**config.mk**
```make
export PLATFORM = sky130hd
export DESIGN_NAME = wdrcr_watchdog
export DESIGN_NICKNAME = d
export VERILOG_FILES = /design/src/wdrcr_pkg.sv /design/src/wdrcr_tick_gen.sv /design/src/wdrcr_watchdog.sv
export SDC_FILE = /design/constraint.sdc
export NUM_CORES = 1
export LEC_CHECK = 0
export BUFFER_PORTS_ARGS = -buffer_cell sky130_fd_sc_hd__buf_2
export CORE_MARGIN = 4
export CORE_UTILIZATION = 30
export DETAILED_ROUTE_END_ITERATION = 8
export SYNTH_ARGS = -nofsm -noshare
export SYNTH_HDL_FRONTEND = slang
export SYNTH_HIERARCHICAL = 1
export SYNTH_SLANG_ARGS = --single-unit
```
**constraint.sdc**
```tcl
create_clock -name core_clk -period 2.33 [get_ports core_clk]
set_clock_uncertainty 0.15 [all_clocks]
set_input_delay 0.1165 -clock core_clk [delete_from_list [all_inputs] [get_ports core_clk]]
set_output_delay 0.1165 -clock core_clk [all_outputs]
set_load 0.02 [all_outputs]
```
**src/wdrcr_pkg.sv**
```systemverilog
// Purpose: Shared constants for the watchdog reload, count and load registers.
// Assumes: Byte-wide register port with 16-bit byte addresses, core clock of 100 MHz.
// Notes:   All offsets, field positions, reset values and timing counts live here.

package wdrcr_pkg;

   // ==========================================================================
   // Clock and tick timing
   // ==========================================================================
   localparam int CLK_PERIOD_PS   = 10000;
   localparam int TICK_SLOW_NS    = 1000000;   // 1 ms decrement unit.
   localparam int TICK_FAST_NS    = 1000;      // 1 us decrement unit.
   localparam int TICK_SLOW_CYC   = (TICK_SLOW_NS * 1000) / CLK_PERIOD_PS;
   localparam int TICK_FAST_CYC   = (TICK_FAST_NS * 1000) / CLK_PERIOD_PS;
   localparam int KICK_SYNC_STAGES = 3;

   // ==========================================================================
   // Register map (byte addresses)
   // ==========================================================================
   localparam logic [15:0] CTL_LO_ADDR = 16'h3000;
   localparam logic [15:0] CTL_HI_ADDR = 16'h3001;
   localparam logic [15:0] KICK_ADDR   = 16'h3002;
   localparam logic [15:0] COUNT_ADDR  = 16'h3004;
   localparam logic [15:0] LOAD_ADDR   = 16'h3008;

   // ==========================================================================
   // Control register fields and reset values
   // ==========================================================================
   localparam int EN_BIT    = 0;
   localparam int STS_BIT   = 1;
   localparam int SIM_BIT   = 2;
   localparam int UNITS_BIT = 3;

   localparam logic [31:0] COUNT_RST = 32'hFFFF_FFFF;
   localparam logic [31:0] LOAD_RST  = 32'hFFFF_FFFF;
   localparam logic [7:0]  KICK_READ = 8'h00;

endpackage

```
**src/wdrcr_tick_gen.sv**
```systemverilog
// Purpose: Unit tick generator for the watchdog counter, slow or fast unit.
// Assumes: Synchronous active-low reset; clk_en freezes all state.
// Notes:   The prescaler restarts whenever the watchdog stops or the unit changes.

`timescale 1ns/1ps

module wdrcr_tick_gen #(
   parameter int SLOW_CYC = wdrcr_pkg::TICK_SLOW_CYC,
   parameter int FAST_CYC = wdrcr_pkg::TICK_FAST_CYC
) (
   input  wire logic core_clk,     // Core clock.
   input  wire logic reset_n,      // Synchronous reset, active low.
   input  wire logic clk_en,       // Freezes all state while low.
   input  wire logic run,          // Watchdog enabled.
   input  wire logic fast_unit,    // High selects the 1 us unit.
   output logic      tick          // One-cycle unit pulse.
);
   import wdrcr_pkg::*;

   // The prescaler must hold the longer of the two periods, whichever one that is.
   localparam int MAX_CYC = (SLOW_CYC > FAST_CYC) ? SLOW_CYC : FAST_CYC;
   localparam int CW      = $clog2(MAX_CYC + 1);
   localparam logic [CW-1:0] SLOW_LAST = CW'(SLOW_CYC - 1);
   localparam logic [CW-1:0] FAST_LAST = CW'(FAST_CYC - 1);

   typedef struct packed {
      logic [CW-1:0] cnt;
      logic          unit;
      logic          tick;
   } wdrcr_tick_state_t;

   wdrcr_tick_state_t s_r;
   wdrcr_tick_state_t s_nxt;

   always_comb begin
      logic [CW-1:0] last;
      last = fast_unit ? FAST_LAST : SLOW_LAST;
      s_nxt      = s_r;
      s_nxt.unit = fast_unit;
      s_nxt.tick = 1'b0;
      // Stopping the prescaler is the gated-clock state of the watchdog.
      if (!run || (s_r.unit != fast_unit)) begin
         s_nxt.cnt = '0;
      end else if (s_r.cnt >= last) begin
         s_nxt.cnt  = '0;
         s_nxt.tick = 1'b1;
      end else begin
         s_nxt.cnt = s_r.cnt + CW'(1);
      end
   end

   always_ff @(posedge core_clk) begin
      if (!reset_n) begin
         s_r <= '0;
      end else if (clk_en) begin
         s_r <= s_nxt;
      end
   end

   assign tick = s_r.tick;

endmodule // wdrcr_tick_gen

```
**src/wdrcr_watchdog.sv**
```systemverilog
// Purpose: Watchdog restart strobe, count snapshot, load and control registers.
// Assumes: Byte register port; one read or write strobe per cycle; 100 MHz clock.
// Notes:   Read data returns one cycle after the read strobe, with rvalid.

`timescale 1ns/1ps

// Contract
// - Enabled restart strobe write of any value reloads counter from load value.
// - Restart strobe write while disabled changes nothing.
// - Restart strobe register always reads zero; bits 7:1 reserved zero.
// - Restart reload takes effect after a few cycles of synchronisation delay.
// - Counter value readable as 32-bit read-only register, all ones after reset.
// - Lowest-byte read captures whole count; upper bytes read the capture.
// - Count snapshot bytes sit at offsets 4 through 7, low byte first.
// - Writing the load register also reloads the running counter.
// - Load register 32-bit read-write, resets all ones, offsets 8 through B.
// - Underflow past zero raises system reset request and sets expiry flag.
// - Enable bit 0 starts watchdog; clearing it stops and gates counting.
// - Units bit 0 selects 1 ms ticks, 1 selects 1 us ticks.
// - While expiry flag set, block all writes except the flag-clearing write.
module wdrcr_watchdog #(
   parameter int SLOW_CYC = wdrcr_pkg::TICK_SLOW_CYC   // Cycles per 1 ms unit.
) (
   input  wire logic        core_clk,       // Core clock, 100 MHz.
   input  wire logic        reset_n,        // Synchronous reset, active low.
   input  wire logic        clk_en,         // Freezes all state while low.
   input  wire logic [15:0] reg_addr,       // Register byte address.
   input  wire logic        reg_wr,         // Write strobe, one cycle.
   input  wire logic        reg_rd,         // Read strobe, one cycle.
   input  wire logic [7:0]  reg_wdata,      // Write data byte.
   output logic      [7:0]  reg_rdata,      // Read data byte.
   output logic             reg_rvalid,     // Read data valid pulse.
   output logic             wdt_reset_req,  // System reset request pulse.
   output logic             wdt_expired,    // Expiry flag level.
   output logic             wdt_running     // Enable bit level.
);
   import wdrcr_pkg::*;

   // ==========================================================================
   // State
   // ==========================================================================
   typedef struct packed {
      logic                        en;
      logic                        sim;
      logic                        units;
      logic                        sts;
      logic [KICK_SYNC_STAGES-1:0] kick_pipe;
      logic [31:0]                 count;
      logic [31:0]                 load;
      logic [31:0]                 snap;
      logic [7:0]                  rdata;
      logic                        rvalid;
      logic                        rst_pulse;
   } wdrcr_state_t;

   wdrcr_state_t s_r;
   wdrcr_state_t s_nxt;
   logic         tick;

   function automatic logic in_word(input logic [15:0] a, input logic [15:0] base);
      in_word = (a[15:2] == base[15:2]);
   endfunction

   function automatic logic [7:0] byte_of(input logic [31:0] w, input logic [1:0] i);
      byte_of = w[{i, 3'b000} +: 8];
   endfunction

   wdrcr_tick_gen #(
      .SLOW_CYC (SLOW_CYC),
      .FAST_CYC (TICK_FAST_CYC)
   ) u_tick (
      .core_clk  (core_clk),
      .reset_n   (reset_n),
      .clk_en    (clk_en),
      .run       (s_r.en),
      .fast_unit (s_r.units),
      .tick      (tick)
   );

   // ==========================================================================
   // Next-state logic
   // ==========================================================================
   logic        wr_ok;
   logic        ctl_wr;
   logic        kick_acc;
   logic        load_wr;
   logic        kick_due;
   logic [31:0] load_new;

   always_comb begin
      // The clearing write is the only one let through while expiry is pending.
      wr_ok    = reg_wr && (!s_r.sts || ((reg_addr == CTL_LO_ADDR)
                                         && reg_wdata[STS_BIT]));
      ctl_wr   = wr_ok && (reg_addr == CTL_LO_ADDR);
      kick_acc = wr_ok && (reg_addr == KICK_ADDR) && s_r.en;
      load_wr  = wr_ok && in_word(reg_addr, LOAD_ADDR);
      kick_due = s_r.kick_pipe[KICK_SYNC_STAGES-1] && s_r.en;
      load_new = s_r.load;
      load_new[{reg_addr[1:0], 3'b000} +: 8] = reg_wdata;

      s_nxt           = s_r;
      s_nxt.rvalid    = 1'b0;
      s_nxt.rst_pulse = 1'b0;
      // A short delay line stands in for the crossing into the counter domain.
      s_nxt.kick_pipe = {s_r.kick_pipe[KICK_SYNC_STAGES-2:0], kick_acc};

      if (ctl_wr) begin
         s_nxt.en    = reg_wdata[EN_BIT];
         s_nxt.sim   = reg_wdata[SIM_BIT];
         s_nxt.units = reg_wdata[UNITS_BIT];
         if (reg_wdata[STS_BIT]) begin
            s_nxt.sts = 1'b0;
         end
      end

      // Counter updates come after the clear so an underflow in the same cycle wins.
      if (load_wr) begin
         s_nxt.load  = load_new;
         s_nxt.count = load_new;
      end else if (kick_due) begin
         s_nxt.count = s_r.load;
      end else if (s_r.en && tick) begin
         if (s_r.count == 32'h0000_0000) begin
            s_nxt.sts       = 1'b1;
            s_nxt.rst_pulse = 1'b1;
            s_nxt.count     = s_r.load;
         end else begin
            s_nxt.count = s_r.count - 32'h0000_0001;
         end
      end

      if (reg_rd) begin
         s_nxt.rvalid = 1'b1;
         s_nxt.rdata  = 8'h00;
         if (reg_addr == CTL_LO_ADDR) begin
            s_nxt.rdata = {4'h0, s_r.units, s_r.sim, s_r.sts, s_r.en};
         end else if (reg_addr == KICK_ADDR) begin
            s_nxt.rdata = KICK_READ;
         end else if (in_word(reg_addr, COUNT_ADDR)) begin
            if (reg_addr[1:0] == 2'b00) begin
               s_nxt.snap  = s_r.count;
               s_nxt.rdata = s_r.count[7:0];
            end else begin
               s_nxt.rdata = byte_of(s_r.snap, reg_addr[1:0]);
            end
         end else if (in_word(reg_addr, LOAD_ADDR)) begin
            s_nxt.rdata = byte_of(s_r.load, reg_addr[1:0]);
         end
      end
   end

   // ==========================================================================
   // State register
   // ==========================================================================
   always_ff @(posedge core_clk) begin
      if (!reset_n) begin
         s_r           <= '0;
         s_r.count     <= COUNT_RST;
         s_r.load      <= LOAD_RST;
         s_r.snap      <= COUNT_RST;
      end else if (clk_en) begin
         s_r <= s_nxt;
      end
   end

   assign reg_rdata     = s_r.rdata;
   assign reg_rvalid    = s_r.rvalid;
   assign wdt_reset_req = s_r.rst_pulse;
   assign wdt_expired   = s_r.sts;
   assign wdt_running   = s_r.en;
endmodule // wdrcr_watchdog

```
## Word-level counts from Yosys, hierarchy flattened

Index checks and enable logic that the tools add are counted.

- Register bits: 132
- Latch bits: 0
- Bits in writable memories: 0
- Memory bits (read-only): 0
- Bits of input ports: 29
- Output and inout bits: 12
- Word-level logic and storage cells: 75
- Memories kept: 0

- Add/subtract/negate cells: 3
- Multiply operators: 0
- Divide/modulo/power cells: 0
- $lt $le $gt $ge: 1
- Equal/unequal tests: 5
- Shift operators: 4
- Mux-type cells: 26
- Bitwise gates (word level): 2
- Reduce and logical (&&, ||, !) cells: 20

Operator list:

| cell | number |
|---|---|
| $mux 32 | 4 |
| $shiftx 32x6->8 | 2 |
| $mux 17 | 3 |
| $mux 8 | 5 |
| $bwmux 32 | 1 |
| $eq 16x14->1 const B | 2 |
| $logic_not 32->1 | 1 |
| $shift 8x7->32 const A | 1 |
| $shiftx 8x7->32 | 1 |
| $sub 32x1->32 const B | 1 |
| $eq 14x12->1 const B | 2 |
| $add 17x1->17 const B | 1 |
| $ge 17x17->1 | 1 |
| $mux 1 | 13 |
| $logic_and 1x1->1 | 8 |
| $reduce_and 2->1 | 4 |
| $neg 5->7 | 1 |
| $reduce_and 6->1 | 1 |
| $reduce_bool 3->1 | 1 |
| $logic_not 1->1 | 2 |
| $logic_not 2->1 | 1 |
| $logic_or 1x1->1 | 2 |
| $not 1->1 | 2 |
| $ne 1x1->1 | 1 |

## Depth between registers and ports, before layout

- Depth after elaboration: 10
- Mapped depth: 11
- Mapped depth without buffers: 8

## Modules after synthesis

Netlist, hierarchy kept.

Modules (own cells, without submodules):

| module | times used | cells an instance | area each (um2) | sequential area each (um2) |
|---|---|---|---|---|
| wdrcr_watchdog | 1 | 749 | 6261.0 | 2262.2 |
| wdrcr_tick_gen | 1 | 139 | 1211.2 | 380.4 |

## Worst setup path before layout

OpenSTA, ideal clock, no wires.

- Path type: input -> register
- From: in reg_addr[1]
- To: reg, netlist name s_r[57]
- Setup time: 0.059 ns
- Arrival: 2.273 ns
- Required time: 2.121 ns
- Setup slack: -0.153 ns
- Stages on the path: 9
- Path buffers: 4
- Cells stage by stage: clkbuf_1 > buf_1 > inv_1 > ha_1 > clkbuf_1 > nor3_1 > and2_1 > clkbuf_1 > a221o_1

RTL lines:

| item | RTL line | text |
|---|---|---|
| from (decl) | wdrcr_watchdog.sv:27 | `input wire logic [15:0] reg_addr,` |

==> run_results.csv <==
group,metric,value,unit
final_layout,nets,1057,
synthesis,synthFlopType,"dfxtp_1",
setup_path,r2r_slack,-0.1,ns
sta,drv_slew,0,
grt,grt_usage,18.83,%
sta,layout_setup_ws,-0.09547,ns
synthesis,synth.avg_cell_area,8.415,sq um
routing,drt_pre_antenna_iters,5,
setup_path,cp_slowest_cell,"or4_4",
sta,hold_viol,0,
pwr,switchingPower,1.290,mW
clocking,cts_buffer_depth,2,
synthesis,synth_compound_area_share,21.84,%
pwr,clkPwrFrac,54.5,%
floorplanning,rows,57,
synthesis,synth_edf_count,0,
pwr,power.internal,4.267,mW
clocking,cts_made_buffers,17,
synthesis,synthAdderAreaFrac,3.014,%
pwr,power.share.switching,23.22,%
synthesis,ys_ff_latch,132,
run_status,violations,"negative setup slack",
grt,first_global_vias,7210,
synthesis,synth_xor_area_share,2.813,%
final_layout,seqCellArea,2650,sq um
floorplanning,die-area,27500,sq um
routing,ant_nets,0,
placement,io_buffer_count,40,
setup_path,path_buf_inv,1,
grt,grt_max_degree,84,
final_layout,area_growth,29.72,%
synthesis,syn_inst,888,
floorplanning,num_io_pins,41,
clocking,path_clk_slew,0.06,ns
pwr,seq_power_share,40.7,%
run,drv_cap,0,
run_status,status,"complete, but fails checks",
synthesis,syn-cell-area,7472,sq um
routing,via_per_inst,5.697,
clocking,clock_latency,0.43,ns
synthesis,yosysWarnings,6,
synthesis,synth.net_count,935,
sta,post-route-min-period,2.425,ns
sta,worst_pin_slew,0.7489,ns
routing,via_count,7679,
floorplanning,die_w,165.8,um
placement,post-dp-hpwl,19590,um
pwr,p_leak,3.915,nW
sta,rsz0062_at_grt,"true",
setup_path,crit_family,"simple AND/OR/NAND/NOR gates",
sta,maxSlewHeadroom,49.95,%
setup_path,cpPeakStageDelay,0.54,ns
setup_path,crit_top_cell,"or4_4",
final_layout,fillCellCount,2469,
synthesis,synth.area.mux_share,6.715,%
clocking,htreeDepth,4,
clocking,root_buffer,"clkbuf_16",
setup_path,worst_ep_required_time,2.50,ns
synthesis,synth_top_family_by_area,"simple AND/OR/NAND/NOR gates",
synthesis,synth.distinct_cells,71,
placement,gp_congestion,0.9299,
routing,routedWlPerCell,20.04,um
setup_path,cp-end-kind,"register",
synthesis,ys_seq_area_share,35.37,%
setup_path,arrival,2.59,ns
placement,placed_area,8752,sq um
routing,drt_iter0_drc,838,
final_layout,drive_gt1_share,25.90,%
pwr,p_comb_share,4.8,%
floorplanning,core,24390,sq um
clocking,clkSinkCount,132,
floorplanning,die_h,165.8,um
routing,routed_wirelength,27010,um
clocking,cts_tree,"yes",
setup_path,cp_max_fo,4,
placement,dp_slack,-0.2626,ns
sta,fin_crit_sh,104.1,%
pwr,power_density,573.3,nW/um^2
synthesis,synthSimpleGateAreaFrac,24.73,%
synthesis,async_reset_ff_share,0,%
sta,fmax,412.3,MHz
grt,grt_pass1_wl,41530,um
sta,setup_violations,3,
pwr,vdd_drop_max,0.0004727,V
floorplanning,start_util,30.64,%
final_layout,final_area,9693,sq um
setup_path,crit_chain,"or4_4 -> buf_6 -> or3_4 -> or4_4 -> o21ai_2 -> nand4b_1 -> o311a_1",
grt,overflow,0,
worst_hold_path,min_path_type,"in2reg",
setup_path,cp-start-kind,"register",
pwr,p_total,5.557,mW
routing,drcViolationCount,0,
final_layout,multiInputGateArea,4598,sq um
setup_path,worstSetupPathType,"reg2reg",
grt,antenna_found_initial,0,
-- logic make-up (layout without fill, tap and decap cells) --
| kind of cell | Yosys count | count (layout) |
|---|---|---|
| simple gates | 371 | 371 |
| compound gates | 223 | 223 |
| flops | 132 | 132 |
| buf+inv | 90 | 225 |
| mux | 30 | 30 |
| xor+xnor | 24 | 24 |
| fa+ha+maj | 18 | 18 |
| other cells | 0 | 1 |
-- cells in the final DEF, fill, tap and decap left out, drive strengths merged, types with 5 or more instances in the layout --
cell type / Yosys / layout
and2: 9 / 9
nor2: 46 / 46
a21oi: 20 / 20
a221o: 22 / 22
inv: 19 / 23
a22oi: 19 / 19
o211ai: 10 / 10
buf: 22 / 164
nand3: 57 / 57
nand2: 149 / 149
dlygate4sd3: 0 / 9
a32oi: 12 / 12
ha: 18 / 18
nor4b: 5 / 5
or4: 9 / 9
o31ai: 6 / 6
nand4b: 6 / 6
mux2i: 13 / 13
a31oi: 15 / 15
xor2: 10 / 10
a221oi: 15 / 15
dfxtp: 132 / 132
o311ai: 6 / 6
nor3: 27 / 27
o21ai: 55 / 55
and3: 6 / 6
o21a: 5 / 5
bufinv: 0 / 5
o311a: 5 / 5
xnor2: 14 / 14
clkbuf: 49 / 19
mux4: 16 / 16
or3: 6 / 6
a21o: 8 / 8
nor2b: 5 / 5
nand4: 22 / 22
nor4: 11 / 11
-- path summary, 6_finish.rpt --
check                             start          to  depth (start not counted)
worst max-delay path            s_r[91]    s_r[103]                          7
worst min-delay path             reg_rd  reg_rvalid                          5
worst max register to register  s_r[91]    s_r[103]                          7
worst min register to register  s_r[37]     s_r[37]                          2
-- per-layer routing --
metal,GRT usage [%],share of wire [%],vias to the layer above
li1,-,-,3579
met1,25.65,44,3698
met2,29.55,46,349
met3,3.832,7.4,53
met4,6.994,2.9,0
met5,0,0,-
-- synthesized netlist by cell type, types with 5 or more instances --
master,n,share of area [%]
o21ai_0,48,3.2
nand4b_1,6,0.70
a221oi_1,15,1.8
a31oi_1,15,1.3
nand2_1,149,7.5
o21a_1,5,0.50
nor2b_1,5,0.42
mux2i_1,13,1.7
or4_1,6,0.60
or3_1,5,0.42
a21o_1,8,0.80
inv_1,17,0.85
a221o_1,22,2.9
a32oi_1,12,1.4
o31ai_1,6,0.60
and2_1,9,0.75
xnor2_1,14,1.6
clkbuf_1,49,2.5
nand4_1,22,1.8
a21oi_1,20,1.3
o311a_1,5,0.67
nor4_1,10,0.84
nor3_1,23,1.5
buf_2,6,0.40
nand3_1,57,3.8
buf_4,10,1.0
nor4b_1,5,0.59
ha_1,18,3.0
o311ai_1,5,0.59
xor2_1,10,1.2
a22oi_1,19,1.9
mux4_2,16,4.8
dfxtp_1,132,35
o211ai_1,10,1.0
and3_1,6,0.50
o21ai_1,7,0.47
nor2_1,45,2.3
-- area by class of cell --
cell class | instances | share of cell area (%)
well taps | 324 | 4.182
multi-input cells | 666 | 47.44
inverters | 19 | 0.7358
repair buffers | 174 | 13.54
clock buffers | 18 | 4.428
clock inverters | 14 | 2.311
diodes | 1 | 0.02582
flip-flops and latches | 132 | 27.34
-- power by group through the flow --
stage	Clock, mW	Combinational, mW	Sequential [mW]
3_3_place_gp	0	0.248	2.31
3_5_place_dp	0	0.248	2.31
5_1_grt	3.15	0.283	2.26
2_1_floorplan	0	0.137	2.31
6_report	3.03	0.265	2.26
4_1_cts	3.05	0.262	2.26
-- worst reg2reg max path, stage by stage, from the launching register on --
cell and delay [ns]:
dfxtp_2 0.32, or4_4 0.54, buf_6 0.14, or3_4 0.32, or4_4 0.44, o21ai_2 0.13
nand4b_1 0.11, o311a_1 0.16
-- sequential cells by signal, indices dropped and copies added, names as in the netlist --
name and count:
u_tick/tick 1, wdt_expired 1, reg_rvalid 1, wdt_reset_req 1, wdt_running 1, reg_rdata 8
s_nxt 2, s_r 99, u_tick/s_r 18
-- through the flow --
step / std cells / setup TNS [ns] / hold slack, ns / util [%]
6_report: 1348 / -0.1660 / 0.04808 / 39.74
5_1_grt: 1347 / -0.5336 / 0.09887 / 39.73
4_1_cts: 1344 / -0.1232 / 0.03816 / 39.16
3_5_place_dp: 1302 / -4.268 / 0.3072 / 35.88
3_3_place_gp: 1302 / -2.500 / 0.2966 / 35.88
2_1_floorplan: 888 / -0.03965 / 0.09467 / -
-- what timing repair did --
item | 4_1_cts | 5_1_grt
setup endpoints to repair | 28 | 38
endpoints found under the hold margin | 21 | 0
setup buffers | 1 | 3
pin swaps | 2 | 6
hold buffers | 9 | 0
gates resized for setup | 10 | 27
Power figures use the tool's default switching activity.
